## config.mk

```make
export PLATFORM = sky130hd
export DESIGN_NAME = bpr_port
export DESIGN_NICKNAME = d
export VERILOG_FILES = /design/src/bpr_port.v
export VERILOG_INCLUDE_DIRS = /design/src /design/src/src
export SDC_FILE = /design/constraint.sdc
export NUM_CORES = 1
export LEC_CHECK = 0
export BUFFER_PORTS_ARGS = -buffer_cell sky130_fd_sc_hd__buf_2
export CAP_MARGIN = 40
export CORE_UTILIZATION = 25
export DETAILED_ROUTE_END_ITERATION = 12
export GPL_TIMING_DRIVEN = 0
export PLACE_DENSITY_LB_ADDON = 0.25
export SKIP_LAST_GASP = 1
export SLEW_MARGIN = 20
export SYNTH_ARGS = -nofsm -noshare
export SYNTH_HDL_FRONTEND = slang
export SYNTH_SLANG_ARGS = --single-unit
```

## constraint.sdc

```tcl
create_clock -name i_clk -period 2.93 [get_ports i_clk]
set_clock_uncertainty 0.2 [all_clocks]
set_input_delay 0.879 -clock i_clk [delete_from_list [all_inputs] [get_ports i_clk]]
set_output_delay 0.879 -clock i_clk [all_outputs]
set_load 0.01 [all_outputs]
```

## src/bpr_defines.vh

```
`ifndef BPR_DEFINES_VH
`define BPR_DEFINES_VH

// Option encodings
`define BPR_OPT_OFF          1'b0
`define BPR_OPT_ON           1'b1
`define BPR_PRIO_CE          1'b0
`define BPR_PRIO_SR          1'b1
`define BPR_INJ_NONE         2'h0
`define BPR_INJ_SBIT         2'h1
`define BPR_INJ_DBIT         2'h2
`define BPR_INJ_BOTH         2'h3
// Reset value hold length in cycles
`define BPR_RST_HOLD_CYC     2'h2
// Defaults
`define BPR_DEF_WIDTH        8
`define BPR_DEF_DEPTH_LOG2   4
`define BPR_DEF_RST_VAL      8'h00

`endif

```

## src/bpr_port.v

```verilog
`timescale 1ns/100ps
`default_nettype none
`include "bpr_defines.vh"

module bpr_port #(
    parameter WIDTH                      = `BPR_DEF_WIDTH,
    parameter AW                         = `BPR_DEF_DEPTH_LOG2,
    parameter [WIDTH-1:0] RST_VAL        = `BPR_DEF_RST_VAL,
    parameter PORT_A_FULL_RESET_OPTION   = 1,
    parameter PORT_B_FULL_RESET_OPTION   = 1,
    parameter PORT_A_RESET_FIRST         = 0,
    parameter PORT_B_RESET_FIRST         = 0,
    parameter PORT_A_HAS_OUTREG          = 1,
    parameter PORT_B_HAS_OUTREG          = 1,
    parameter [1:0] ERROR_INJECTION_SELECT = `BPR_INJ_NONE,
    parameter FABRIC_ECC_OPTION          = 0,
    parameter FABRIC_ECC_INPUT_STAGE     = 0,
    parameter EN_ECC_PIPE                = 0,
    parameter EN_SLEEP_PIN               = 0,
    parameter PORT_A_READ_ADDR_COMPARE   = 0,
    parameter PORT_B_READ_ADDR_COMPARE   = 0
) (
    // Clock and reset
    input  wire             i_clk,
    input  wire             i_rst_n,
    input  wire             i_ce,
    // Port A
    input  wire             i_a_en,
    input  wire             i_a_we,
    input  wire [AW-1:0]    i_a_addr,
    input  wire [WIDTH-1:0] i_a_wdata,
    input  wire             i_a_outreg_ce,
    input  wire             i_a_rst,
    input  wire             i_a_inj_sbit,
    input  wire             i_a_inj_dbit,
    output reg  [WIDTH-1:0] o_a_rdata,
    // Port B
    input  wire             i_b_en,
    input  wire             i_b_we,
    input  wire [AW-1:0]    i_b_addr,
    input  wire [WIDTH-1:0] i_b_wdata,
    input  wire             i_b_outreg_ce,
    input  wire             i_b_rst,
    output reg  [WIDTH-1:0] o_b_rdata,
    // Options
    input  wire             i_sleep,
    input  wire             i_ecc_pipe_ce,
    output reg              o_sbit_err,
    output reg              o_dbit_err,
    output reg              o_a_rst_busy,
    output reg              o_b_rst_busy
);

// ----------------------------------------------------------------
// Option decode
// ----------------------------------------------------------------
wire sleep_w   = (EN_SLEEP_PIN == 1) ? i_sleep : 1'b0;
wire pipe_ce_w = (EN_ECC_PIPE == 1) ? i_ecc_pipe_ce : 1'b1;
wire inj_s_ok  = (ERROR_INJECTION_SELECT == `BPR_INJ_SBIT) ||
                 (ERROR_INJECTION_SELECT == `BPR_INJ_BOTH);
wire inj_d_ok  = (ERROR_INJECTION_SELECT == `BPR_INJ_DBIT) ||
                 (ERROR_INJECTION_SELECT == `BPR_INJ_BOTH);
wire in_stage  = (FABRIC_ECC_OPTION == 1) &&
                 (FABRIC_ECC_INPUT_STAGE == 1);
wire a_cmp_on  = (PORT_A_READ_ADDR_COMPARE == 1);
wire b_cmp_on  = (PORT_B_READ_ADDR_COMPARE == 1);

// ----------------------------------------------------------------
// Port A input stage
// ----------------------------------------------------------------
reg             a_en_r;
reg             a_we_r;
reg  [AW-1:0]   a_addr_r;
reg  [WIDTH-1:0] a_wdata_r;
reg             a_inj_s_r;
reg             a_inj_d_r;

always @(posedge i_clk) begin
    if (!i_rst_n) begin
        a_en_r    <= 1'b0;
        a_we_r    <= 1'b0;
        a_addr_r  <= {AW{1'b0}};
        a_wdata_r <= {WIDTH{1'b0}};
        a_inj_s_r <= 1'b0;
        a_inj_d_r <= 1'b0;
    end else if (i_ce) begin
        a_en_r    <= i_a_en;
        a_we_r    <= i_a_we;
        a_addr_r  <= i_a_addr;
        a_wdata_r <= i_a_wdata;
        a_inj_s_r <= i_a_inj_sbit;
        a_inj_d_r <= i_a_inj_dbit;
    end
end

// ----------------------------------------------------------------
// Port B input stage
// ----------------------------------------------------------------
reg             b_en_r;
reg             b_we_r;
reg  [AW-1:0]   b_addr_r;
reg  [WIDTH-1:0] b_wdata_r;

always @(posedge i_clk) begin
    if (!i_rst_n) begin
        b_en_r    <= 1'b0;
        b_we_r    <= 1'b0;
        b_addr_r  <= {AW{1'b0}};
        b_wdata_r <= {WIDTH{1'b0}};
    end else if (i_ce) begin
        b_en_r    <= i_b_en;
        b_we_r    <= i_b_we;
        b_addr_r  <= i_b_addr;
        b_wdata_r <= i_b_wdata;
    end
end

wire             a_en    = (in_stage ? a_en_r    : i_a_en) & ~sleep_w;
wire             a_we    = in_stage ? a_we_r    : i_a_we;
wire [AW-1:0]    a_addr  = in_stage ? a_addr_r  : i_a_addr;
wire [WIDTH-1:0] a_wdata = in_stage ? a_wdata_r : i_a_wdata;
wire             a_inj_s = (in_stage ? a_inj_s_r : i_a_inj_sbit) & inj_s_ok;
wire             a_inj_d = (in_stage ? a_inj_d_r : i_a_inj_dbit) & inj_d_ok;
wire             b_en    = (in_stage ? b_en_r    : i_b_en) & ~sleep_w;
wire             b_we    = in_stage ? b_we_r    : i_b_we;
wire [AW-1:0]    b_addr  = in_stage ? b_addr_r  : i_b_addr;
wire [WIDTH-1:0] b_wdata = in_stage ? b_wdata_r : i_b_wdata;

// ----------------------------------------------------------------
// Reset and enable priority
// ----------------------------------------------------------------
wire a_gate = (PORT_A_HAS_OUTREG == 1) ? i_a_outreg_ce : a_en;
wire b_gate = (PORT_B_HAS_OUTREG == 1) ? i_b_outreg_ce : b_en;
// Reset first: reset acts alone; enable first: reset needs the enable
reg  a_rst_act;
reg  b_rst_act;

always @* begin
    if (PORT_A_RESET_FIRST == 1) begin
        a_rst_act = i_a_rst;
    end else begin
        a_rst_act = i_a_rst & a_gate;
    end
end

always @* begin
    if (PORT_B_RESET_FIRST == 1) begin
        b_rst_act = i_b_rst;
    end else begin
        b_rst_act = i_b_rst & b_gate;
    end
end
wire a_full = (PORT_A_FULL_RESET_OPTION == 1);
wire b_full = (PORT_B_FULL_RESET_OPTION == 1);

// ----------------------------------------------------------------
// Memory array and latches
// ----------------------------------------------------------------
reg  [WIDTH-1:0] mem [0:(1<<AW)-1];
reg  [WIDTH-1:0] a_latch_r;
reg  [WIDTH-1:0] b_latch_r;
wire [WIDTH-1:0] a_flip = {{(WIDTH-2){1'b0}}, a_inj_d, a_inj_s | a_inj_d};

always @(posedge i_clk) begin
    if (i_ce) begin
        if (a_en && a_we) begin
            mem[a_addr] <= a_wdata ^ a_flip;
        end
        if (b_en && b_we) begin
            mem[b_addr] <= b_wdata;
        end
    end
end

localparam [1:0] HOLD_LOAD = `BPR_RST_HOLD_CYC - 2'h1;

// ----------------------------------------------------------------
// Port A latch next state
// ----------------------------------------------------------------
wire [WIDTH-1:0] a_mem_rd = mem[a_addr];
reg  [WIDTH-1:0] a_latch_nxt;

always @* begin
    a_latch_nxt = a_latch_r;
    if (a_rst_act && a_full) begin
        a_latch_nxt = RST_VAL;
    end else if (a_en && !(a_cmp_on && a_rst_act)) begin
        a_latch_nxt = a_mem_rd;
    end
end

// ----------------------------------------------------------------
// Port B latch next state
// ----------------------------------------------------------------
wire [WIDTH-1:0] b_mem_rd = mem[b_addr];
reg  [WIDTH-1:0] b_latch_nxt;

always @* begin
    b_latch_nxt = b_latch_r;
    if (b_rst_act && b_full) begin
        b_latch_nxt = RST_VAL;
    end else if (b_en && !(b_cmp_on && b_rst_act)) begin
        b_latch_nxt = b_mem_rd;
    end
end

// ----------------------------------------------------------------
// Port A latch register
// ----------------------------------------------------------------
always @(posedge i_clk) begin
    if (!i_rst_n) begin
        a_latch_r <= RST_VAL;
    end else if (i_ce) begin
        a_latch_r <= a_latch_nxt;
    end
end

// ----------------------------------------------------------------
// Port B latch register
// ----------------------------------------------------------------
always @(posedge i_clk) begin
    if (!i_rst_n) begin
        b_latch_r <= RST_VAL;
    end else if (i_ce) begin
        b_latch_r <= b_latch_nxt;
    end
end

// ----------------------------------------------------------------
// Output state
// ----------------------------------------------------------------
reg  [1:0] a_hold_r;
reg  [1:0] b_hold_r;
reg        inj_s_r;
reg        inj_d_r;

// ----------------------------------------------------------------
// Port A output next state
// ----------------------------------------------------------------
reg  [WIDTH-1:0] a_rdata_nxt;
reg  [1:0]       a_hold_nxt;
reg              a_busy_nxt;

always @* begin
    a_rdata_nxt = o_a_rdata;
    a_hold_nxt  = a_hold_r;
    a_busy_nxt  = 1'b0;
    if (a_rst_act) begin
        a_rdata_nxt = RST_VAL;
        a_hold_nxt  = a_full ? HOLD_LOAD : 2'h0;
        a_busy_nxt  = 1'b1;
    end else if (a_hold_r != 2'h0) begin
        a_rdata_nxt = RST_VAL;
        a_hold_nxt  = a_hold_r - 2'h1;
        a_busy_nxt  = 1'b1;
    end else if (a_gate) begin
        a_rdata_nxt = a_latch_r;
    end
end

// ----------------------------------------------------------------
// Port B output next state
// ----------------------------------------------------------------
reg  [WIDTH-1:0] b_rdata_nxt;
reg  [1:0]       b_hold_nxt;
reg              b_busy_nxt;

always @* begin
    b_rdata_nxt = o_b_rdata;
    b_hold_nxt  = b_hold_r;
    b_busy_nxt  = 1'b0;
    if (b_rst_act) begin
        b_rdata_nxt = RST_VAL;
        b_hold_nxt  = b_full ? HOLD_LOAD : 2'h0;
        b_busy_nxt  = 1'b1;
    end else if (b_hold_r != 2'h0) begin
        b_rdata_nxt = RST_VAL;
        b_hold_nxt  = b_hold_r - 2'h1;
        b_busy_nxt  = 1'b1;
    end else if (b_gate) begin
        b_rdata_nxt = b_latch_r;
    end
end

// ----------------------------------------------------------------
// Port A output registers
// ----------------------------------------------------------------
always @(posedge i_clk) begin
    if (!i_rst_n) begin
        o_a_rdata    <= RST_VAL;
        a_hold_r     <= 2'h0;
        o_a_rst_busy <= 1'b0;
    end else if (i_ce) begin
        o_a_rdata    <= a_rdata_nxt;
        a_hold_r     <= a_hold_nxt;
        o_a_rst_busy <= a_busy_nxt;
    end
end

// ----------------------------------------------------------------
// Port B output registers
// ----------------------------------------------------------------
always @(posedge i_clk) begin
    if (!i_rst_n) begin
        o_b_rdata    <= RST_VAL;
        b_hold_r     <= 2'h0;
        o_b_rst_busy <= 1'b0;
    end else if (i_ce) begin
        o_b_rdata    <= b_rdata_nxt;
        b_hold_r     <= b_hold_nxt;
        o_b_rst_busy <= b_busy_nxt;
    end
end

// ----------------------------------------------------------------
// Error injection first stage
// ----------------------------------------------------------------
wire inj_s_nxt = a_en & a_we & a_inj_s & ~a_inj_d;
wire inj_d_nxt = a_en & a_we & a_inj_d;

always @(posedge i_clk) begin
    if (!i_rst_n) begin
        inj_s_r <= 1'b0;
        inj_d_r <= 1'b0;
    end else if (i_ce && pipe_ce_w) begin
        inj_s_r <= inj_s_nxt;
        inj_d_r <= inj_d_nxt;
    end
end

// ----------------------------------------------------------------
// Error injection flags
// ----------------------------------------------------------------
always @(posedge i_clk) begin
    if (!i_rst_n) begin
        o_sbit_err <= 1'b0;
        o_dbit_err <= 1'b0;
    end else if (i_ce && pipe_ce_w) begin
        o_sbit_err <= inj_s_r;
        o_dbit_err <= inj_d_r;
    end
end

endmodule // bpr_port

`default_nettype wire

```

### After elaboration in Yosys (flattened, before gate mapping)

Memory sizes are Yosys's and may differ from the RTL's.
Cells that the tools add are included.
Widths: inputs -> output; s select.

* register bits after elaboration: 38
* RAM bits: 128
* bits of input ports: 39
* output and inout port bits: 20
* logic and storage cells: 53
* memories: 1

* add/subtract/negate cells: 2
* mux-type cells: 24
* bitwise gates (word level): 2
* reduce and logical (&&, ||, !) cells: 16

Memories
* mem: words 16, width 8, rd ports 2, clocked after Yosys merged registers in 0, wr ports 2, line bpr_port.v:159 `reg [WIDTH-1:0] mem [0:(1<<AW)-1];`

Operators by type and width (number)
* $mux 8: 10
* $reduce_and 2->1: 6
* $reduce_bool 2->1: 6
* $mux 1: 10
* $mux 2: 4
* $reduce_bool 3->1: 2
* $sub 2x1->2 const B: 2
* $and 1x1->1: 2
* $logic_and 1x1->1: 2

### Longest topological paths before layout

Gate-level depths: netlist (run 1).

* depth after elaboration: 4
* depth in mapped cells: 7
* depth with buffers taken out: 6

### Worst setup path before layout (run 1)

OpenSTA, ideal clock, no wires.

* path type: input to register
* start: in i_a_addr[1]
* end: mem mem[0][0] in the netlist's numbering, enable pin
* setup time: 384 ps
* arrival time: 2314 ps
* required time: 2346 ps
* path slack: 32 ps
* stages: 5
* path buffers: 3
* path through: buf_4 buf_6 buf_2 or2_2 o21ai_0

RTL lines
* from (decl): line bpr_port.v:30 `input wire [AW-1:0] i_a_addr,`
* to (decl): line bpr_port.v:159

==> flow_metrics.env, run 1 <==
export IMPL_status="complete, no violations"
export IMPL_syn_area_per_cell_sq_um=15.0
export IMPL_report_final_hold_viol_count=0
export IMPL_gr_total_overflow=0
export IMPL_drt_pre_antenna_iters=5
export IMPL_maxSlewHeadroom_pct=48.6
export IMPL_ys_seq_area_share_pct=49.6
export IMPL_setup_viol=0
export IMPL_antenna_left=0
export IMPL_synthSimpleGateAreaFrac_pct=6.03
export IMPL_clockRootBuffer="clkbuf_16"
export IMPL_endpoint_kind="flip-flop"
export IMPL_fin_total_pwr_uw=5360
export IMPL_period_minus_slack_ns=2.91
export IMPL_use_met3_pct=2.60
export IMPL_netlist_area_leader_share_pct=41.4
export IMPL_maxSlewViolCount=0
export IMPL_pwr_density_cell_nw_per_um2=498
export IMPL_die_w_microns=195
export IMPL_area_delta_synth_final_pct=16.1
export IMPL_grt_max_degree=17
export IMPL_crit_slowest_cell="o22ai_2"
export IMPL_dieArea_sq_um=37900
export IMPL_ys_seq_elements=166
export IMPL_grt_pass1_vias=5945
export IMPL_clockBufferDepth=2
export IMPL_coreArea_sq_um=36500
export IMPL_critPathMaxStageDelay_ns=0.64
export IMPL_grt_usage_pct=15.7
export IMPL_hold_ws_ns=0.274
export IMPL_use_met2_pct=27.0
export IMPL_critPathKind="input pin to flip-flop"
export IMPL_synth_area_sq_um=9280
export IMPL_num_vias=5842
export IMPL_placed_area_sq_um=10200
export IMPL_drt_iter0_drc=455
export IMPL_path_clk_slew_ns=0.07
export IMPL_antenna_found_initial=0
export IMPL_grt_use_met1_pct=19.8
export IMPL_io_pins=59
export IMPL_fin_util_pct=29.5
export IMPL_routed_via_density=4.99
export IMPL_ys_warn_count=0
export IMPL_grt_busiest_layer="met2"
export IMPL_ir_drop_v=0.000377
export IMPL_postLayoutCellArea_sq_um=10800
export IMPL_cap_violations=0
export IMPL_clock_latency_ns=0.44
export IMPL_fillCellCount=3644
export IMPL_crit_path_max_fanout=10
export IMPL_cts_tree="done"
export IMPL_yosys_area_share_adder_pct=0.270
export IMPL_worst_slew_pin_slew_ns=0.771
export IMPL_ys_async_sr_fraction_pct=0
export IMPL_crit_required_ns=2.79
export IMPL_post_dp_hpwl_microns=21200
export IMPL_routed_wl_microns=29100
export IMPL_synth_ff_type="edfxtp_1"
export IMPL_synth_xor_area_share_pct=0
export IMPL_wire_per_inst_microns=24.9
export IMPL_cp_arrival_ns=2.77
export IMPL_synth_compound_area_share_pct=4.94
export IMPL_place_congestion=0.856
export IMPL_finalCritPeriodShare_pct=99.5
export IMPL_die_y_microns=195
export IMPL_start_util_pct=25.4
export IMPL_path_buf_inv=3
export IMPL_num_antenna_cells=0
export IMPL_cts_htree_levels=4
export IMPL_drc=0
export IMPL_cp_cell_sequence="buf_2 > buf_2 > buf_4 > nand4_1 > o22ai_2"
export IMPL_io_buffers=45
export IMPL_crit_top_cell="buf_2"
export IMPL_synthTopCellsByArea="edfxtp_1, mux2_2, mux4_2"
export IMPL_start_kind="input pin"
export IMPL_grt_pass1_wl_microns=42200
export IMPL_synth_top_family_by_area="multiplexers"
export IMPL_critical_path_top_delay_family="buffers and inverters"
export IMPL_synthMuxAreaShare_pct=35.7
export IMPL_synth_top_area_cell="edfxtp_1"
export IMPL_fmax_mhz=343
export IMPL_drive_gt1_share_pct=45.7
export IMPL_synth_cell_types=45
export IMPL_min_path_type="flip-flop to flip-flop"
export IMPL_synth_edff_count=128
export IMPL_p_leak_uw=0.00382
export IMPL_cts_buffers=17
export IMPL_clkSinkCount=166
export IMPL_syn_inst=618
export IMPL_final_nets=731
export IMPL_rows=70
export IMPL_rsz0062_at_grt="true"
[cell type report]
class	count	area [sq um]	area share [%]
buffer	50	289	2.68
sequential	166	4600	42.7
multi-input combinational	396	4440	41.2
clock buffer	17	425	3.95
timing repair buffer	52	278	2.58
clock inverter	15	121	1.13
tap	468	586	5.44
inverter	7	26.3	0.244
[per-stage QoR]
step | cells | setup WS (ns) | setup TNS (ns)
after detailed placement | 1139 | -0.658 | -50.76
after global placement | 1132 | -1.10 | -100.27
final | 1171 | 0.0161 | 0
after CTS | 1171 | -0.0477 | -0.430
after global routing | 1171 | -0.0720 | -1.31
after floorplan | 619 | 0.0315 | 0
[cells in the mapped netlist, drive strengths merged (4+ instances only)]
cell type    n
edfxtp     128
mux2       128
nor2        65
mux4        64
dfxtp       38
mux2i       32
buf         30
clkbuf      20
a211o       16
a22oi       16
o22ai       12
nand2       11
inv          7
a21oi        6
nand2b       6
nand4        5
a311oi       4
o21ai        4
[flip-flops by register name (all words and copies together), names as in the netlist]
| register | flops |
|---|---|
| o_b_rst_busy | 1 |
| a_hold_r | 2 |
| a_latch_r | 8 |
| o_b_rdata | 8 |
| o_a_rst_busy | 1 |
| b_hold_r | 2 |
| mem | 128 |
| o_a_rdata | 8 |
| b_latch_r | 8 |
[power breakdown]
| part | leakage (uW) | internal (uW) | switching (uW) |
|---|---|---|---|
| logic | 0.00209 | 266 | 338 |
| registers | 0.00146 | 2580 | 25.8 |
| clock network | 0.000267 | 1110 | 1050 |
| total | 0.00382 | 3950 | 1420 |
[metal layers]
layer | routed length (microns) | vias to the layer above
li1 | - | 2626
met4 | 563 | 0
met3 | 1620 | 37
met5 | 0 | -
met1 | 12400 | 2960
met2 | 14500 | 219
[worst paths after layout]
kind / start / endpoint / slack, ns / cells after the start
max: i_a_addr[3] / mem[15][5] / 0.02 / 5
min: a_latch_r[1] / a_latch_r[1] / 0.27 / 1
max reg2reg: mem[14][2] / b_latch_r[2] / 0.83 / 4
min reg2reg: a_latch_r[1] / a_latch_r[1] / 0.27 / 1
[kinds of logic after synthesis]
family,Yosys count
muxes,224
DFF,166
and+or+nand+nor,105
buffers and inverters,57
AOI/OAI and AO/OA,63
adders and majority gates,2
other,1
[timing repair]
item | 4_1_cts | 5_1_grt
pin swaps | 0 | 0
resized for setup | 3 | 2
hold buffers | 0 | 0
buffers inserted | 0 | 0
setup endpoints to repair | 52 | 34
[placed cells by master (no fill, tap or decap), drive strengths merged, types with 3 or more instances in the layout]
cell type | Yosys | layout
mux4 | 64 | 64
clkinv | 0 | 7
nand4 | 5 | 5
o21ai | 4 | 4
o22ai | 12 | 12
mux2 | 128 | 128
edfxtp | 128 | 128
a311oi | 4 | 4
a211o | 16 | 16
nand2 | 11 | 11
dfxtp | 38 | 38
nor2 | 65 | 65
mux2i | 32 | 32
a22oi | 16 | 16
a21oi | 6 | 6
clkbuf | 20 | 37
nor2b | 3 | 3
nand3 | 3 | 3
nand2b | 6 | 6
buf | 30 | 82
or3 | 3 | 3
inv | 7 | 13
Note: power is estimated with default switching activity, not from simulation.
==> run 2, diff against run 1 <==
--- a/config.mk
+++ b/config.mk
@@ -9,11 +9,12 @@
 export BUFFER_PORTS_ARGS = -buffer_cell sky130_fd_sc_hd__buf_2
 export CAP_MARGIN = 40
 export CORE_UTILIZATION = 25
+export CTS_BUF_LIST = sky130_fd_sc_hd__clkbuf_16
 export DETAILED_ROUTE_END_ITERATION = 12
 export GPL_TIMING_DRIVEN = 0
 export PLACE_DENSITY_LB_ADDON = 0.25
 export SKIP_LAST_GASP = 1
-export SLEW_MARGIN = 20
+export SLEW_MARGIN = 25
 export SYNTH_ARGS = -nofsm -noshare
 export SYNTH_HDL_FRONTEND = slang
 export SYNTH_SLANG_ARGS = --single-unit
==> run 2 against run 1 <==
Compared with the run above:
- cell area increased by 1.8%
- sequential share of layout area decreased by 0.75 points
- routed wire length increased by 0.64%
- critical path type unchanged
- largest power group unchanged
==> flow_metrics.env, run 2 (synthesized netlist as in run 1, its figures left out) <==
export IMPL_worst_r2r_cell_count=4
export IMPL_grt_pass1_vias=5940
export IMPL_path_clk_slew_ns=0.06
export IMPL_antenna_left=0
export IMPL_dieArea_sq_um=37900
export IMPL_cts_buffers=17
export IMPL_report_final_hold_viol_count=0
export IMPL_rsz0062_at_grt="false"
export IMPL_grt_pass1_wl_microns=42300
export IMPL_wire_per_inst_microns=25.0
export IMPL_antenna_found_initial=0
export IMPL_critPathMaxStageDelay_ns=0.70
export IMPL_start_util_pct=25.4
export IMPL_place_congestion=0.856
export IMPL_dp_cells=1135
export IMPL_gr_total_overflow=0
export IMPL_final_common_cell="edfxtp_1"
export IMPL_io_pins=59
export IMPL_coreArea_sq_um=36500
export IMPL_cts_htree_levels=4
export IMPL_setup_viol=0
export IMPL_largest_reg_flops=128
export IMPL_drt_iter0_drc=412
export IMPL_rows=70
export IMPL_cts_tree="done"
export IMPL_min_path_type="flip-flop to flip-flop"
export IMPL_dp_slack_ns=-0.638
export IMPL_crit_top_cell="buf_2"
export IMPL_regArea_sq_um=4600
export IMPL_cap_violations=0
export IMPL_endpoint_kind="flip-flop"
export IMPL_multi_input_area_sq_um=4500
export IMPL_finalCritPeriodShare_pct=95.3
export IMPL_io_buffers=45
export IMPL_grt_usage_pct=15.7
export IMPL_largest_register="mem"
export IMPL_p_leak_uw=0.00388
export IMPL_period_minus_slack_ns=2.79
export IMPL_setup_slack_ns=0.137
export IMPL_fillCellCount=3588
export IMPL_area_delta_synth_final_pct=18.2
export IMPL_start_kind="input pin"
export IMPL_postLayoutCellArea_sq_um=11000
export IMPL_ir_drop_v=0.000362
export IMPL_critPathKind="input pin to flip-flop"
export IMPL_clockBufferDepth=2
export IMPL_grt_max_degree=17
export IMPL_min_path_cells=1
export IMPL_fin_util_pct=30.0
export IMPL_fmax_mhz=358
export IMPL_die_y_microns=195
export IMPL_die_w_microns=195
export IMPL_routed_wl_microns=29300
export IMPL_drt_pre_antenna_iters=5
export IMPL_cp_arrival_ns=2.77
export IMPL_num_vias=5877
export IMPL_routed_via_density=5.01
export IMPL_crit_required_ns=2.91
export IMPL_pwr_density_cell_nw_per_um2=521
export IMPL_crit_slowest_cell="nor2_2"
export IMPL_maxSlewViolCount=0
export IMPL_cp_cell_sequence="buf_2 > buf_2 > nand2_1 > nor2_2 > mux2_2"
export IMPL_drive_gt1_share_pct=45.6
export IMPL_layout_common_cells="edfxtp_1, mux2_2, buf_2"
export IMPL_post_dp_hpwl_microns=21100
export IMPL_clock_latency_ns=0.43
export IMPL_drc=0
export IMPL_maxSlewHeadroom_pct=49.1
export IMPL_clockRootBuffer="clkbuf_16"
export IMPL_clkSinkCount=166
export IMPL_ctsHoldBuffers=0
export IMPL_final_nets=733
export IMPL_status="complete, no violations"
export IMPL_crit_path_max_fanout=10
export IMPL_stdcell_count=1173
export IMPL_worst_slew_pin_slew_ns=0.764
export IMPL_placed_area_sq_um=10200
==> run 2: final cells by class <==
type                            count  share of cell area (%)
Antenna cell                        1                  0.0228
Buffer                             50                    2.61
Clock buffer                       17                    3.88
Clock inverter                     14                    1.92
Inverter                            7                   0.240
Multi-Input combinational cell    396                    41.1
Sequential cell                   166                    42.0
Tap cell                          468                    5.34
Timing Repair Buffer               54                    2.93
==> run 2: final timing paths <==
| kind | from | to | slack (ns) |
|---|---|---|---|
| setup / recovery | i_b_addr[3] | mem[15][7] | 0.14 |
| hold / removal | a_latch_r[1] | a_latch_r[1] | 0.27 |
| setup reg to reg | mem[14][2] | b_latch_r[2] | 0.83 |
| hold reg to reg | a_latch_r[1] | a_latch_r[1] | 0.27 |
==> run 2: routing by layer <==
metal	up-vias	share of wire, %	wire [microns]	track usage [%]
li1	2631	-	-	-
met5	-	0	0	0
met4	0	1.2	362	4.03
met1	3027	44	12800	19.9
met3	25	5.1	1490	3.18
met2	194	50	14700	27.1
==> run 2: worst max-delay path: cells and delay by family <==
kind,cells,cell delay (ns)
and+or+nand+nor,2,1.10
muxes,1,0.41
buffers and inverters,2,0.38
==> run 2: repair_timing <==
| item | 4_1_cts | 5_1_grt |
|---|---|---|
| gates resized for setup | 4 | 4 |
| buffers inserted | 1 | 5 |
| endpoints found under the setup margin | 63 | 32 |
| pin swaps | 1 | 4 |
==> run 2: report_power, final <==
| part | internal, uW | switching [uW] |
|---|---|---|
| clock network | 1510 | 996 |
| logic | 269 | 343 |
| registers | 2580 | 25.9 |
==> run 2: through the flow <==
step / hold slack [ns] / power (uW) / TNS [ns]
after floorplan: 0.236 / 3050 / 0
final: 0.269 / 5720 / 0
after detailed placement: 0.262 / 3260 / -49.37
after CTS: 0.280 / 5730 / -2.82
after global placement: 0.259 / 3250 / -100.27
after global routing: 0.297 / 5870 / 0
==> run 3, diff against run 2 <==
--- a/config.mk
+++ b/config.mk
@@ -10,9 +10,11 @@
 export CAP_MARGIN = 40
 export CORE_UTILIZATION = 25
 export CTS_BUF_LIST = sky130_fd_sc_hd__clkbuf_16
+export CTS_CLUSTER_DIAMETER = 50
 export DETAILED_ROUTE_END_ITERATION = 12
 export GPL_TIMING_DRIVEN = 0
 export PLACE_DENSITY_LB_ADDON = 0.25
+export RECOVER_POWER = 50
 export SKIP_LAST_GASP = 1
 export SLEW_MARGIN = 25
 export SYNTH_ARGS = -nofsm -noshare
==> run 3 against run 2 <==
Compared with the run above:
- global-route usage unchanged
- worst hold slack about the same
- setup slack got worse by 0.025 ns
- critical endpoint is now mem[9][6]
- register-to-register slack about the same
==> flow_metrics.env, run 3 (synthesized netlist as in run 1, its figures left out) <==
export IMPL_dieArea_sq_um=37900
export IMPL_clockRootBuffer="clkbuf_16"
export IMPL_die_w_microns=195
export IMPL_finalCritPeriodShare_pct=96.2
export IMPL_critPathKind="input pin to flip-flop"
export IMPL_final_common_cell="edfxtp_1"
export IMPL_worst_slew_pin_slew_ns=1.05
export IMPL_crit_path_max_fanout=8
export IMPL_clockBufferDepth=2
export IMPL_report_final_hold_viol_count=0
export IMPL_layout_common_cells="edfxtp_1, mux2_2, nor2_1"
export IMPL_routed_wl_microns=29300
export IMPL_period_minus_slack_ns=2.82
export IMPL_maxSlewHeadroom_pct=29.7
export IMPL_routed_via_density=5.00
export IMPL_place_congestion=0.856
export IMPL_post_dp_hpwl_microns=21100
export IMPL_rsz0062_at_grt="false"
export IMPL_grt_pass1_vias=5940
export IMPL_setup_viol=0
export IMPL_antenna_found_initial=0
export IMPL_r2r_slack_ns=0.83
export IMPL_status="complete, no violations"
export IMPL_min_path_type="flip-flop to flip-flop"
export IMPL_largest_reg_flops=128
export IMPL_fin_total_pwr_uw=5710
export IMPL_cts_buffers=17
export IMPL_multi_input_area_sq_um=4460
export IMPL_drt_pre_antenna_iters=4
export IMPL_endpoint_kind="flip-flop"
export IMPL_cp_arrival_ns=2.80
export IMPL_reg2reg_from="mem[14][2]"
export IMPL_area_delta_synth_final_pct=17.3
export IMPL_coreArea_sq_um=36500
export IMPL_num_vias=5864
export IMPL_hp_start="a_latch_r[1]"
export IMPL_fmax_mhz=355
export IMPL_io_buffers=45
export IMPL_startpoint="i_ce"
export IMPL_cap_violations=0
export IMPL_grt_pass1_wl_microns=42300
export IMPL_ir_drop_v=0.000360
export IMPL_grt_max_degree=17
export IMPL_cts_tree="done"
export IMPL_gr_total_overflow=0
export IMPL_crit_required_ns=2.91
export IMPL_grt_usage_pct=15.7
export IMPL_pwr_density_cell_nw_per_um2=524
export IMPL_drt_iter0_drc=427
export IMPL_fillCellCount=3612
export IMPL_start_util_pct=25.4
export IMPL_ctsHoldBuffers=0
export IMPL_num_antenna_cells=0
export IMPL_die_y_microns=195
export IMPL_io_pins=59
export IMPL_rows=70
export IMPL_fin_util_pct=29.8
export IMPL_final_nets=733
export IMPL_p_leak_uw=0.00374
export IMPL_start_kind="input pin"
export IMPL_regArea_sq_um=4600
export IMPL_antenna_left=0
export IMPL_clock_latency_ns=0.43
export IMPL_largest_register="mem"
export IMPL_wire_per_inst_microns=25.0
export IMPL_drive_gt1_share_pct=40.8
export IMPL_drc=0
export IMPL_maxSlewViolCount=0
export IMPL_clkSinkCount=166
export IMPL_path_clk_slew_ns=0.06
export IMPL_cts_htree_levels=4
==> run 3: cell count changes in the layout (fill, tap and decap cells not counted), sizes merged <==
cell	change
buf	-27
clkbuf	+27
diode	-1
==> run 3: cell type report <==
| type | instances | area share, % |
|---|---|---|
| clock buffer | 17 | 3.91 |
| sequential | 166 | 42.3 |
| clock inverter | 14 | 1.93 |
| buffer | 50 | 2.56 |
| multi-input combinational | 396 | 41.0 |
| inverter | 7 | 0.241 |
| tap | 468 | 5.38 |
| timing repair buffer | 54 | 2.72 |
==> run 3: timing repair <==
item	CTS	global route
pin swaps	1	4
buffers inserted	1	5
gates resized for setup	4	4
setup endpoints to repair	63	32
==> run 3: worst max-delay path: stages <==
cell and delay [ns]:
clkbuf_1 0.16, nor2b_4 0.21, nand2_1 0.29, nor2_1 0.83, mux2_2 0.42
==> run 3: report_power, final <==
group          leakage, uW  internal (uW)  switching, uW
combinational      0.00198            261            341
clock             0.000306           1510            994
sequential         0.00146           2580           26.3
total              0.00374           4350           1360
==> run 3: worst paths after layout <==
path / endpoint / cells past startpoint
max: mem[9][6] / 5
min: a_latch_r[1] / 1
max reg2reg: b_latch_r[2] / 4
min reg2reg: a_latch_r[1] / 1
==> run 3: stage by stage <==
step / setup WS, ns / cells / TNS (ns) / cell area [sq um] / hold WS [ns]
floorplan: 0.0315 / 619 / 0 / 9280 / 0.236
global placement: -1.10 / 1132 / -100.27 / 10100 / 0.259
detailed placement: -0.638 / 1135 / -49.37 / 10200 / 0.262
CTS: -0.127 / 1167 / -2.82 / 10900 / 0.280
global route: 0.0431 / 1172 / 0 / 10900 / 0.297
finish: 0.111 / 1172 / 0 / 10900 / 0.269
==> run 3: layer usage <==
metal	wire length [microns]	track usage (%)	vias up
li1	-	-	2627
met1	12900	19.9	2996
met4	364	4.03	0
met5	0	0	-
met2	14600	27.1	212
met3	1480	3.18	29
